File: src/logic/aoi_pkg.sv
// Constants, register map and types for the acceleration output and init block
`default_nettype none

package aoi_pkg;
    localparam int CLK_NS        = 10;
    localparam int SAMPLE_NS     = 16000;
    localparam int INTERP_STEPS  = 16;
    localparam int STEP_CYC      = SAMPLE_NS / INTERP_STEPS / CLK_NS;
    localparam int PCM_HZ        = 4000000;
    localparam int PCM_DIV       = 1000000000 / CLK_NS / PCM_HZ;
    localparam int T_DSI_INIT_US = 100;
    localparam int T_DSP_INIT_US = 10000;
    localparam int SAMPLE_W      = 26;
    localparam int WORD_W        = 10;
    localparam int PCM_W         = 9;
    localparam int WORD_MSB      = 21;
    localparam int LSB_W10       = 12;
    localparam int LSB_W9        = 13;
    localparam int LSB_W8        = 14;
    localparam int REG_AW        = 3;
    localparam int REG_DW        = 16;
    localparam logic [2:0] ADDR_CONFIG   = 3'h0;
    localparam logic [2:0] ADDR_STATUS   = 3'h1;
    localparam logic [2:0] ADDR_IRQ_STAT = 3'h2;
    localparam logic [2:0] ADDR_IRQ_MASK = 3'h3;
    localparam logic [2:0] ADDR_WORD     = 3'h4;
    localparam int CFG_PCM_EN    = 0;
    localparam int CFG_FSEL_LSB  = 1;
    localparam int CFG_WSEL_LSB  = 3;
    localparam logic [4:0] CONFIG_RST = 5'h00;
    localparam int IRQ_READY     = 0;
    localparam int IRQ_VALID     = 1;
    localparam int IRQ_DROPPED   = 2;
    localparam int IRQ_SAT       = 3;
    localparam logic [9:0] INVALID_WORD = 10'h3ff;
    localparam logic [9:0] SAT_POS_10 = 10'h1ff;
    localparam logic [9:0] SAT_NEG_10 = 10'h200;
    localparam logic [9:0] SAT_POS_9  = 10'h0ff;
    localparam logic [9:0] SAT_NEG_9  = 10'h300;
    localparam logic [9:0] SAT_POS_8  = 10'h07f;
    localparam logic [9:0] SAT_NEG_8  = 10'h380;

    typedef enum logic [1:0] {
        ST_FUSE = 2'b00,
        ST_DSI  = 2'b01,
        ST_RUN  = 2'b11
    } aoi_stage_t;

    typedef enum logic [1:0] {
        WSEL_10 = 2'b00,
        WSEL_9  = 2'b01,
        WSEL_8  = 2'b10
    } aoi_wsel_t;
endpackage

`default_nettype wire

File: src/logic/aoi_pcm_if.sv
// Link between the block core and its test pulse modulator
`default_nettype none

interface aoi_pcm_if;
    logic                      enable;
    logic [aoi_pkg::PCM_W-1:0] level;
    logic                      pcm_q;
    modport src (output enable, output level, input pcm_q);
    modport mod (input enable, input level, output pcm_q);
endinterface

`default_nettype wire

File: src/logic/aoi_pcm_mod.sv
// First-order pulse density modulator for the test output
`default_nettype none

module aoi_pcm_mod #(
    parameter int DIV = aoi_pkg::PCM_DIV
) (
    // Clock and reset
    input  wire logic clk_sys,
    input  wire logic reset_n,
    // Core side
    aoi_pcm_if.mod    pcm
);
    localparam int W = aoi_pkg::PCM_W;

    logic [7:0] div_r;
    logic [7:0] div_nxt;
    logic [W-1:0] acc_r;
    logic [W-1:0] acc_nxt;
    logic         out_r;
    logic         out_nxt;
    logic         tick;
    logic [W:0]   sum;

    always_comb begin
        tick    = (div_r == 8'(DIV - 1));
        div_nxt = tick ? 8'h00 : div_r + 8'h01;
        sum     = {1'b0, acc_r} + {1'b0, pcm.level};
        acc_nxt = acc_r;
        out_nxt = out_r;
        if (!pcm.enable) begin
            acc_nxt = '0;
            out_nxt = 1'b0;
        end else if (tick) begin
            acc_nxt = sum[W-1:0];
            out_nxt = sum[W];
        end
    end

    always_ff @(posedge clk_sys) begin
        if (!reset_n) begin
            div_r <= 8'h00;
            acc_r <= '0;
            out_r <= 1'b0;
        end else begin
            div_r <= div_nxt;
            acc_r <= acc_nxt;
            out_r <= out_nxt;
        end
    end

    assign pcm.pcm_q = out_r;
endmodule

`default_nettype wire

File: src/logic/aoi_core.sv
// Interpolation, output scaling, start-up sequencing and registers
//
// Added by the designer: the plain strobed port and the placing of the registers.
`default_nettype none

module aoi_core #(
    parameter int T_DSI_US = aoi_pkg::T_DSI_INIT_US,
    parameter int T_DSP_US = aoi_pkg::T_DSP_INIT_US,
    parameter int DSI_CYC  = T_DSI_US * 1000 / aoi_pkg::CLK_NS,
    parameter int DSP_CYC  = T_DSP_US * 1000 / aoi_pkg::CLK_NS
) (
    // Clock and reset
    input  wire logic                          clk_sys,
    input  wire logic                          reset_n,
    // Register port
    input  wire logic [aoi_pkg::REG_AW-1:0]    reg_addr,
    input  wire logic [aoi_pkg::REG_DW-1:0]    reg_wdata,
    input  wire logic                          reg_wr,
    input  wire logic                          reg_rd,
    output logic      [aoi_pkg::REG_DW-1:0]    reg_rdata,
    // Filter side
    input  wire logic [aoi_pkg::SAMPLE_W-1:0]  sample_in,
    input  wire logic                          sample_valid,
    output logic      [1:0]                    filter_select,
    // Command decoder side
    input  wire logic                          clear_cmd,
    input  wire logic                          selftest_cmd,
    input  wire logic                          accel_req,
    input  wire logic                          accel_long,
    output logic                               resp_valid,
    output logic      [aoi_pkg::WORD_W-1:0]    resp_data,
    output logic                               resp_invalid,
    output logic                               status_flag,
    output logic                               selftest_active_flag,
    output logic                               bus_ready,
    // Interrupt and test pin
    output logic                               irq,
    output logic                               pcm_out
);
    localparam int SW = aoi_pkg::SAMPLE_W;
    localparam int WW = aoi_pkg::WORD_W;
    localparam logic [31:0] DSI_LAST = 32'(DSI_CYC - 1);
    localparam logic [31:0] DSP_LAST = 32'(DSP_CYC - 1);
    localparam logic [7:0]  STEP_LAST = 8'(aoi_pkg::STEP_CYC - 1);

    aoi_pkg::aoi_stage_t stage_r;
    aoi_pkg::aoi_stage_t stage_nxt;
    logic [31:0]   cnt_r;
    logic [31:0]   cnt_nxt;
    logic [7:0]    step_r;
    logic [7:0]    step_nxt;
    logic [3:0]    phase_r;
    logic [3:0]    phase_nxt;
    logic [SW-1:0] prev_r;
    logic [SW-1:0] prev_nxt;
    logic [SW-1:0] cur_r;
    logic [SW-1:0] cur_nxt;
    logic [4:0]    config_r;
    logic [4:0]    config_nxt;
    logic [3:0]    irq_stat_r;
    logic [3:0]    irq_stat_nxt;
    logic [3:0]    irq_mask_r;
    logic [3:0]    irq_mask_nxt;
    logic [WW-1:0] last_word_r;
    logic [WW-1:0] last_word_nxt;
    logic [aoi_pkg::REG_DW-1:0] rdata_r;
    logic [aoi_pkg::REG_DW-1:0] rdata_nxt;
    logic          resp_valid_r;
    logic          resp_valid_nxt;
    logic [WW-1:0] resp_data_r;
    logic [WW-1:0] resp_data_nxt;
    logic          resp_inv_r;
    logic          resp_inv_nxt;
    logic          status_r;
    logic          status_nxt;
    logic          selftest_r;
    logic          selftest_nxt;
    logic          ready_r;
    logic          ready_nxt;
    logic          irq_r;
    logic          irq_nxt;

    logic signed [SW:0]   diff;
    logic signed [SW+6:0] prod;
    logic signed [SW:0]   interp;
    logic                 over;
    logic [WW-1:0]        word;
    logic [3:0]           events;

    aoi_pcm_if pcm_bus ();

    aoi_pcm_mod u_pcm (
        .clk_sys (clk_sys),
        .reset_n (reset_n),
        .pcm     (pcm_bus.mod)
    );

    // Interpolated value and scaled word
    always_comb begin
        diff   = $signed({cur_r[SW-1], cur_r}) - $signed({prev_r[SW-1], prev_r});
        prod   = diff * $signed({2'b00, phase_r});
        interp = $signed({prev_r[SW-1], prev_r}) + (SW+1)'(prod >>> 4);
        over   = !((&interp[SW:aoi_pkg::WORD_MSB]) || !(|interp[SW:aoi_pkg::WORD_MSB]));
        unique case (aoi_pkg::aoi_wsel_t'(config_r[aoi_pkg::CFG_WSEL_LSB +: 2]))
            aoi_pkg::WSEL_10: begin
                word = interp[aoi_pkg::WORD_MSB:aoi_pkg::LSB_W10];
                if (over) begin
                    word = interp[SW] ? aoi_pkg::SAT_NEG_10 : aoi_pkg::SAT_POS_10;
                end
            end
            aoi_pkg::WSEL_9: begin
                word = {interp[aoi_pkg::WORD_MSB], interp[aoi_pkg::WORD_MSB:aoi_pkg::LSB_W9]};
                if (over) begin
                    word = interp[SW] ? aoi_pkg::SAT_NEG_9 : aoi_pkg::SAT_POS_9;
                end
            end
            default: begin
                word = {{2{interp[aoi_pkg::WORD_MSB]}},
                        interp[aoi_pkg::WORD_MSB:aoi_pkg::LSB_W8]};
                if (over) begin
                    word = interp[SW] ? aoi_pkg::SAT_NEG_8 : aoi_pkg::SAT_POS_8;
                end
            end
        endcase
    end

    // Next state of sequencer, sample store, responses and registers
    always_comb begin
        stage_nxt     = stage_r;
        cnt_nxt       = cnt_r;
        step_nxt      = step_r;
        phase_nxt     = phase_r;
        prev_nxt      = prev_r;
        cur_nxt       = cur_r;
        config_nxt    = config_r;
        irq_mask_nxt  = irq_mask_r;
        last_word_nxt = last_word_r;
        rdata_nxt     = '0;
        resp_valid_nxt = 1'b0;
        resp_data_nxt = '0;
        resp_inv_nxt  = 1'b0;
        events        = 4'h0;

        if (clear_cmd) begin
            stage_nxt = aoi_pkg::ST_FUSE;
            cnt_nxt   = '0;
        end else begin
            unique case (stage_r)
                aoi_pkg::ST_FUSE: begin
                    cnt_nxt = cnt_r + 32'h1;
                    if (cnt_r == DSI_LAST) begin
                        stage_nxt = aoi_pkg::ST_DSI;
                        cnt_nxt   = '0;
                        events[aoi_pkg::IRQ_READY] = 1'b1;
                    end
                end
                aoi_pkg::ST_DSI: begin
                    cnt_nxt = cnt_r + 32'h1;
                    if (cnt_r == DSP_LAST) begin
                        stage_nxt = aoi_pkg::ST_RUN;
                        cnt_nxt   = '0;
                        events[aoi_pkg::IRQ_VALID] = 1'b1;
                    end
                end
                aoi_pkg::ST_RUN: begin
                    cnt_nxt = '0;
                end
                default: begin
                    stage_nxt = aoi_pkg::ST_FUSE;
                    cnt_nxt   = '0;
                end
            endcase
        end

        status_nxt   = (stage_nxt != aoi_pkg::ST_RUN);
        selftest_nxt = (stage_nxt == aoi_pkg::ST_RUN) && selftest_cmd;
        ready_nxt    = (stage_nxt != aoi_pkg::ST_FUSE);

        if (sample_valid) begin
            prev_nxt  = cur_r;
            cur_nxt   = sample_in;
            step_nxt  = 8'h00;
            phase_nxt = 4'h0;
        end else if (step_r == STEP_LAST) begin
            step_nxt  = 8'h00;
            phase_nxt = (phase_r == 4'hf) ? 4'hf : phase_r + 4'h1;
        end else begin
            step_nxt  = step_r + 8'h01;
        end

        if (accel_req) begin
            unique case (stage_r)
                aoi_pkg::ST_RUN: begin
                    resp_valid_nxt = 1'b1;
                    resp_data_nxt  = word;
                    last_word_nxt  = word;
                    events[aoi_pkg::IRQ_SAT] = over;
                end
                aoi_pkg::ST_DSI: begin
                    resp_valid_nxt = 1'b1;
                    resp_data_nxt  = accel_long ? aoi_pkg::INVALID_WORD : '0;
                    resp_inv_nxt   = accel_long;
                end
                default: begin
                    events[aoi_pkg::IRQ_DROPPED] = 1'b1;
                end
            endcase
        end

        if (reg_wr && reg_addr == aoi_pkg::ADDR_CONFIG) begin
            config_nxt = reg_wdata[4:0];
        end
        if (reg_wr && reg_addr == aoi_pkg::ADDR_IRQ_MASK) begin
            irq_mask_nxt = reg_wdata[3:0];
        end
        if (reg_rd) begin
            unique case (reg_addr)
                aoi_pkg::ADDR_CONFIG:   rdata_nxt = {11'h000, config_r};
                aoi_pkg::ADDR_STATUS:   rdata_nxt = {12'h000, stage_r, selftest_r, status_r};
                aoi_pkg::ADDR_IRQ_STAT: rdata_nxt = {12'h000, irq_stat_r};
                aoi_pkg::ADDR_IRQ_MASK: rdata_nxt = {12'h000, irq_mask_r};
                aoi_pkg::ADDR_WORD:     rdata_nxt = {6'h00, last_word_r};
                default:                rdata_nxt = '0;
            endcase
        end
        irq_stat_nxt = ((reg_rd && reg_addr == aoi_pkg::ADDR_IRQ_STAT) ? 4'h0 : irq_stat_r)
                     | events;
        irq_nxt = |(irq_stat_nxt & irq_mask_nxt);
    end

    always_ff @(posedge clk_sys) begin
        if (!reset_n) begin
            stage_r      <= aoi_pkg::ST_FUSE;
            cnt_r        <= '0;
            step_r       <= 8'h00;
            phase_r      <= 4'h0;
            prev_r       <= '0;
            cur_r        <= '0;
            config_r     <= aoi_pkg::CONFIG_RST;
            irq_stat_r   <= 4'h0;
            irq_mask_r   <= 4'h0;
            last_word_r  <= '0;
            rdata_r      <= '0;
            resp_valid_r <= 1'b0;
            resp_data_r  <= '0;
            resp_inv_r   <= 1'b0;
            status_r     <= 1'b1;
            selftest_r   <= 1'b0;
            ready_r      <= 1'b0;
            irq_r        <= 1'b0;
        end else begin
            stage_r      <= stage_nxt;
            cnt_r        <= cnt_nxt;
            step_r       <= step_nxt;
            phase_r      <= phase_nxt;
            prev_r       <= prev_nxt;
            cur_r        <= cur_nxt;
            config_r     <= config_nxt;
            irq_stat_r   <= irq_stat_nxt;
            irq_mask_r   <= irq_mask_nxt;
            last_word_r  <= last_word_nxt;
            rdata_r      <= rdata_nxt;
            resp_valid_r <= resp_valid_nxt;
            resp_data_r  <= resp_data_nxt;
            resp_inv_r   <= resp_inv_nxt;
            status_r     <= status_nxt;
            selftest_r   <= selftest_nxt;
            ready_r      <= ready_nxt;
            irq_r        <= irq_nxt;
        end
    end

    assign pcm_bus.enable        = config_r[aoi_pkg::CFG_PCM_EN];
    assign pcm_bus.level         = {~interp[aoi_pkg::WORD_MSB],
                                    interp[aoi_pkg::WORD_MSB-1:aoi_pkg::LSB_W9]};
    assign pcm_out               = pcm_bus.pcm_q;
    assign filter_select         = config_r[aoi_pkg::CFG_FSEL_LSB +: 2];
    assign reg_rdata             = rdata_r;
    assign resp_valid            = resp_valid_r;
    assign resp_data             = resp_data_r;
    assign resp_invalid          = resp_inv_r;
    assign status_flag           = status_r;
    assign selftest_active_flag  = selftest_r;
    assign bus_ready             = ready_r;
    assign irq                   = irq_r;
endmodule

`default_nettype wire

File: config.mk
export PLATFORM = sky130hd
export DESIGN_NAME = aoi_core
export DESIGN_NICKNAME = d
export VERILOG_FILES = /design/src/logic/aoi_pkg.sv /design/src/logic/aoi_pcm_if.sv /design/src/logic/aoi_pcm_mod.sv /design/src/logic/aoi_core.sv
export SDC_FILE = /design/constraint.sdc
export NUM_CORES = 1
export LEC_CHECK = 0
export BUFFER_PORTS_ARGS = -buffer_cell sky130_fd_sc_hd__clkbuf_2
export CAP_MARGIN = 20
export CORE_ASPECT_RATIO = 0.6
export CORE_UTILIZATION = 40
export CTS_CLUSTER_DIAMETER = 30
export CTS_CLUSTER_SIZE = 28
export DETAILED_ROUTE_END_ITERATION = 7
export SYNTH_ARGS = -nofsm -noshare
export SYNTH_HDL_FRONTEND = slang
export SYNTH_SLANG_ARGS = --single-unit
File: constraint.sdc
create_clock -name clk_sys -period 13.9 [get_ports clk_sys]
set_input_delay 1.39 -clock clk_sys [delete_from_list [all_inputs] [get_ports clk_sys]]
set_output_delay 1.39 -clock clk_sys [all_outputs]
set_load 0.005 [all_outputs]
Yosys cells after proc, flatten, opt, wreduce, memory -nomap -nowiden
Index checks and enable logic that the tools add are counted.
W data, S select, Z words.
{"block": "classes", "add_sub_neg": 7, "n_mul": 1, "n_eq_ne": 14, "n_mux": 29, "n_bitwise": 4, "n_reduce_logical": 24}
{"cell": "$mux W10", "n": 7}
{"cell": "$mux W32", "n": 2}
{"cell": "$pmux W32 S2", "n": 1}
{"cell": "$pmux W10 S5", "n": 1}
{"cell": "$pmux W10 S2", "n": 2}
{"cell": "$add A32 B1 Y32 const B", "n": 1}
{"cell": "$eq A32 B14 Y1 const B", "n": 1}
{"cell": "$eq A32 B20 Y1 const B", "n": 1}
{"cell": "$mul A27 B5 Y31", "n": 1}
{"cell": "$add A26 B27 Y27", "n": 1}
{"cell": "$sub A26 B26 Y27", "n": 1}
{"cell": "$add A8 B1 Y8 const B", "n": 2}
{"cell": "$mux W4", "n": 3}
{"cell": "$add A9 B9 Y10", "n": 1}
{"cell": "$mux W2", "n": 5}
{"cell": "$eq A8 B5 Y1 const B", "n": 1}
{"cell": "$eq A8 B7 Y1 const B", "n": 1}
{"cell": "$reduce_and A2 Y1", "n": 4}
{"cell": "$reduce_or A2 Y1", "n": 4}
{"cell": "$mux W1", "n": 7}
{"cell": "$eq A3 B2 Y1 const B", "n": 2}
{"cell": "$pmux W2 S3", "n": 1}
{"cell": "$reduce_and A6 Y1", "n": 1}
{"cell": "$reduce_or A6 Y1", "n": 1}
{"cell": "19 further kinds", "n": 27}
{"block": "totals", "register_bits": 171, "inputBits": 54, "out_inout_bits": 35, "word_cells": 100}

Longest topological paths before layout
{"block": "logic_depth", "depth_word": 12, "ltp_mapped": 44, "depth_no_buf": 44}

Cells and area by module
A second synthesis with hierarchy kept.
{"block": "hier_totals", "cells_unflattened": 1536, "area_unflattened_um2": 13032.5}
{"module": "aoi_core", "instances": 1, "cells_each": 1412, "area_per_inst_um2": 11957.7, "seq_area_each_um2": 2942.8}
{"module": "aoi_pcm_mod", "instances": 1, "cells_each": 124, "area_per_inst_um2": 1074.8, "seq_area_each_um2": 360.3}

Worst setup path after synthesis
No wires, ideal clock.
{"block": "synth_path", "path_kind": "register to register", "from": "register cur_r[0]", "to": "register u_pcm.out_r, in the netlist u_pcm.pcm.pcm_q", "setup_ps": 147, "t_arrival_ps": 8008, "required_time_ps": 13753, "setup_slack_ps": 5745, "path_stages_with_launch": 44, "path_buffers": 0, "synth_period_minus_slack_ps": 8155, "cell_sequence": "dfxtp_1 inv_1 ha_1 inv_1 fa_1 a211oi_1 nor3_1 nor2b_1 nor2b_1 o21a_1 o31ai_1 nor2_1 ha_1 fa_1 inv_1 fa_1 inv_1 ha_1 [8 not listed] ha_1 and3_1 and3_1 nor3_1 nand3_1 a21o_1 xor2_1 ha_1 a21o_1 a21oi_1 o21bai_1 a21oi_1 nor2b_1 o21a_1 o21ai_0 nand2b_1 a21oi_1 a211oi_1"}
{"block": "synth_via", "elab_chain_len": 5}
{"element": "from (decl)", "line": "aoi_core.sv:56", "source": "logic [SW-1:0] cur_r;"}
{"element": "from (signal assigned)", "line": "aoi_core.sv:257", "source": "cur_r <= cur_nxt;"}
{"element": "$sub A26 B26 Y27 (*)", "line": "aoi_core.sv:100", "source": "diff = $signed({cur_r[SW-1], cur_r}) - $signed({prev_r[SW-1], prev_r});"}
{"element": "$mul A27 B5 Y31 (*)", "line": "aoi_core.sv:101", "source": "prod = diff * $signed({2'b00, phase_r});"}
{"element": "$add A26 B27 Y27 (*)", "line": "aoi_core.sv:102", "source": "interp = $signed({prev_r[SW-1], prev_r}) + (SW+1)'(prod >>> 4);"}
{"element": "$not A1 Y1", "line": "aoi_core.sv:274", "source": "assign pcm_bus.level = {~interp[aoi_pkg::WORD_MSB],"}
{"element": "$add A9 B9 Y10 (*)", "line": "aoi_pcm_mod.sv:27", "source": "sum = {1'b0, acc_r} + {1'b0, pcm.level};"}
{"element": "to (signal assigned)", "line": "aoi_pcm_mod.sv:47", "source": "out_r <= out_nxt;"}
{"element": "to (decl)", "line": "aoi_pcm_mod.sv:19", "source": "logic out_r;"}
Every way passes the cells marked *; elsewhere a longest branch is shown, timed or not.
A chain may end at the register's enable or synchronous reset.

Worst setup path in the final report
{"block": "layout_path", "from": "register prev_r[1]", "to": "register resp_data_r[0], in the netlist resp_data[0]"}
{"block": "layout_via", "elab_chain_len": 9, "word_cells_on_any_way": 15, "cone_classes": "add/sub: 2; mul: 1; mux: 8; reduce/logical: 4"}
{"element": "from (decl)", "line": "aoi_core.sv:54", "source": "logic [SW-1:0] prev_r;"}
{"element": "from (signal assigned)", "line": "aoi_core.sv:256", "source": "prev_r <= prev_nxt;"}
{"element": "$sub A26 B26 Y27", "line": "aoi_core.sv:100"}
{"element": "$mul A27 B5 Y31", "line": "aoi_core.sv:101"}
{"element": "$add A26 B27 Y27 (*)", "line": "aoi_core.sv:102"}
{"element": "$reduce_or A6 Y1", "line": "aoi_core.sv:103", "source": "over = !((&interp[SW:aoi_pkg::WORD_MSB]) || !(|interp[SW:aoi_pkg::WORD_MSB]));"}
{"element": "$logic_not A1 Y1", "line": "aoi_core.sv:103"}
{"element": "$logic_or A1 B1 Y1", "line": "aoi_core.sv:103"}
{"element": "$mux W10 (on tied branches)", "line": "aoi_core.sv:120, aoi_core.sv:107, aoi_core.sv:113"}
{"element": "$pmux W10 S2 (*)", "line": "aoi_core.sv:104", "source": "unique case (aoi_pkg::aoi_wsel_t'(config_r[aoi_pkg::CFG_WSEL_LSB +: 2]))"}
{"element": "$pmux W10 S2 (*)", "line": "aoi_core.sv:192", "source": "unique case (stage_r)"}
{"element": "to (signal assigned)", "line": "aoi_core.sv:264", "source": "resp_data_r <= resp_data_nxt;"}
{"element": "to (decl)", "line": "aoi_core.sv:70", "source": "logic [WW-1:0] resp_data_r;"}
Marks and branches as above.

==> qor.yml <==
status: "finished clean"
fin_ws_ps: 4072
ys_types: 77
rows: 51
final_cell_area_um2: 14660
hpwl_um: 24820
r2r_end: "resp_data[0]$_SDFF_PN0_"
ioPinCount: 89
vias_per_cell: 5.115
wire_per_inst_um: 15.32
grtUsageMet1_pct: 30.13
cts_tree: "done"
yosysTopAreaCell: "dfxtp_1"
setup_viol_count_final: 0
grt_overflow: 0
dr.first_iter.drc_count: 763
cp_max_fo: 7
instances_no_fill: 2091
tightestPinTransition_ps: 987.3
rsz0062_at_grt: "no"
maxSlewViolCount: 0
r2r_slack_ps: 4070
finalCriticalPeriod_ps: 9828
clk_latency_ps: 450
drc_errors: 0
worstReg2RegStart: "prev_r[1]$_SDFFE_PN0P_"
dr.pass1.iters: 4
slew-limit-headroom_pct: 34.18
synth_area_leaders: "dfxtp_1 (25%), ha_1 (12%), fa_1 (8.3%)"
max_freq_mhz: 101.7
netlist_instances: 1582
worst_setup_path_end_kind: "flop"
antenna_cells: 0
synth_edf_count: 0
hold_ws_ps: 441.7
core-area_um2: 32610
grt_max_degree: 77
cp.required_ps: 14270
portBuffers: 71
yosysMostFrequentCell: "inv_1"
die_w_um: 237.5
final.setup.tns_ps: 0
path_common_cell: "a21oi_1"
critPathLaunchType: "flop"
finalHoldViolations: 0
synth_top_area_share_pct: 24.82
skew_ps: 14.99
fill_cells: 3244
cts_setup_buffers: 0
whs_endpoint: "last_word_r[6]$_SDFFE_PN0P_"
dp_slack_ps: 4275
cts_buffer_depth: 2
routed-via-count: 10700
cts-hold-fix-buffers: 0
cap_viol_max_count: 0
ys_seq_elements: 165
numCtsBuffers: 17
grt-busiest-layer: "met1"
fin_crit_sh_pct: 70.71
wirelength_um: 32040
area_growth_pct: 10.16
async_reset_ff_share_pct: 0
grt.total_usage_pct: 19.74
antenna_found_initial: 0
worstRegToRegCells: 37
min_path_cells: 2
htreeDepth: 4
cts-resized-gates: 0
cts-root-buf: "clkbuf_16"
yosysWarnings: 0
grt_first_pass_wirelength_um: 52990
gr-usage-met3_pct: 3.726
drtAntennaViolNets: 0
grtUsageMet2_pct: 28.43
grt_pass1_vias: 10100
leakage_nw: 6.856
hold_start: "last_word_r[6]$_SDFFE_PN0P_"
cp_slowest_cell: "a221oi_1"
initial_core_util_pct: 40.82
placedCellCount: 2058
min_path_type: "flop to flop"
dieHeight_um: 143.3
power.density_nw_per_um2: 79.87
syn_avg_cell_area_um2: 8.414
drive_above_1_share_pct: 8.288
place_congestion: 0.8978
worstPathArrival_ps: 10200
placed_area_um2: 14060
clk_pin_slew_ps: 80
synth_common_cells: "inv_1 (170), dfxtp_1 (165), nor2_1 (132)"
dieArea_um2: 34030
seq_area_frac_synth_pct: 24.82
critPathKind: "flop to flop"
irDropWorstVdd_v: 0.00009326
fin_nets: 1861
clock-sinks: 165
syn-cell-area_um2: 13310
synth_ff_type: "dfxtp_1"
critPathMaxStageDelay_ps: 590
==> cell families after synthesis <==
logic type                 synth area share (%)
and+or+nand+nor                           22.29
AOI/OAI and AO/OA                         12.46
buffers and inverters                     6.637
adders and majority gates                 19.93
DFF                                       24.82
xor gates and xnor gates                  6.787
muxes                                     7.050
other                                   0.02817
==> power by group <==
part / internal (W) / leakage [nW] / switching, W / total [W]
registers: 0.000482 / 1.34 / 0.0000101 / 0.000492
logic: 0.0000695 / 5.22 / 0.000108 / 0.000178
clock network: 0.000277 / 0.297 / 0.000224 / 0.000501
total: 0.000829 / 6.86 / 0.000342 / 0.00117
==> flip-flops by register name, summed over array words and instances (netlist names), 2 cells and up <==
name,flops
resp_data,10
irq_mask_r,4
u_pcm.acc_r,9
u_pcm.div_r,8
stage_r,2
phase_r,4
step_r,8
config_r,5
prev_r,26
cur_r,26
irq_stat_r,4
cnt_r,32
reg_rdata,10
last_word_r,10
==> metal layers <==
metal / share of wire, % / up-vias
li1: - / 5428
met1: 54 / 5040
met2: 39 / 208
met3: 5.6 / 19
met4: 0.76 / 0
met5: 0 / -
==> critical path, delay by kind of cell (launching register included) <==
family          cells  cell delay [ps]
compound gates     16             4570
xor+xnor            2              550
fa+ha+maj           6             2340
buf+inv             3              220
flops               1              430
mux                 1              260
simple gates        9             1360
==> area by class of cell <==
class / count / area, um^2 / share of cell area (%)
Inverter: 171 / 641.9 / 4.378
Multi-Input combinational cell: 1195 / 9149 / 62.39
Clock inverter: 13 / 142.6 / 0.9728
Clock buffer: 19 / 452.9 / 3.089
Timing Repair Buffer: 78 / 410.4 / 2.799
Tap cell: 450 / 563.0 / 3.840
Sequential cell: 165 / 3303 / 22.53
==> worst max path at each step <==
| stage | start | to | slack [ps] | depth (start not counted) |
|---|---|---|---|---|
| after floorplan | cur_r[0]$_SDFFE_PN0P_ | u_pcm.pcm.pcm_q$_SDFFE_PN0P_ | 5750 | 43 |
| after global placement | prev_r[1]$_SDFFE_PN0P_ | resp_data[6]$_SDFF_PN0_ | 4370 | 37 |
| after detailed placement | prev_r[1]$_SDFFE_PN0P_ | last_word_r[0]$_SDFFE_PN0P_ | 4270 | 37 |
| after CTS | prev_r[1]$_SDFFE_PN0P_ | resp_data[0]$_SDFF_PN0_ | 4180 | 37 |
| after global routing | prev_r[1]$_SDFFE_PN0P_ | resp_data[0]$_SDFF_PN0_ | 3290 | 37 |
| final | prev_r[1]$_SDFFE_PN0P_ | resp_data[0]$_SDFF_PN0_ | 4070 | 37 |
==> metrics by stage <==
stage | power, W | util, %
2_1_floorplan | 0.0006285 | -
6_report | 0.001171 | 44.97
3_3_place_gp | 0.0006747 | 43.12
3_5_place_dp | 0.0006775 | 43.12
4_1_cts | 0.001179 | 44.94
5_1_grt | 0.001221 | 44.97
==> cell usage in the layout, fill, tap and decap left out, types with 5 or more instances in the layout <==
| master | n |
|---|---|
| a21oi_1 | 65 |
| nand3_1 | 42 |
| o22ai_1 | 5 |
| and3_1 | 24 |
| a211oi_1 | 11 |
| a31oi_1 | 8 |
| o211ai_1 | 9 |
| o21a_1 | 21 |
| nand2_1 | 114 |
| o21bai_1 | 6 |
| nor2b_1 | 78 |
| buf_4 | 7 |
| nand4_1 | 15 |
| o221ai_1 | 5 |
| and4_1 | 6 |
| ha_1 | 124 |
| or3_1 | 8 |
| nand2b_1 | 23 |
| nor2_1 | 132 |
| nor3_1 | 31 |
| o21ai_0 | 38 |
| a211o_1 | 6 |
| xnor2_1 | 53 |
| xor2_1 | 43 |
| clkbuf_16 | 17 |
| dfxtp_1 | 165 |
| fa_1 | 55 |
| and2_1 | 75 |
| mux2i_1 | 81 |
| a21o_1 | 24 |
| a22oi_1 | 5 |
| clkbuf_2 | 70 |
| conb_1 | 6 |
| inv_6 | 5 |
| inv_1 | 170 |
| a21boi_0 | 5 |
| nor4_1 | 8 |
Power figures use the tool's default switching activity.
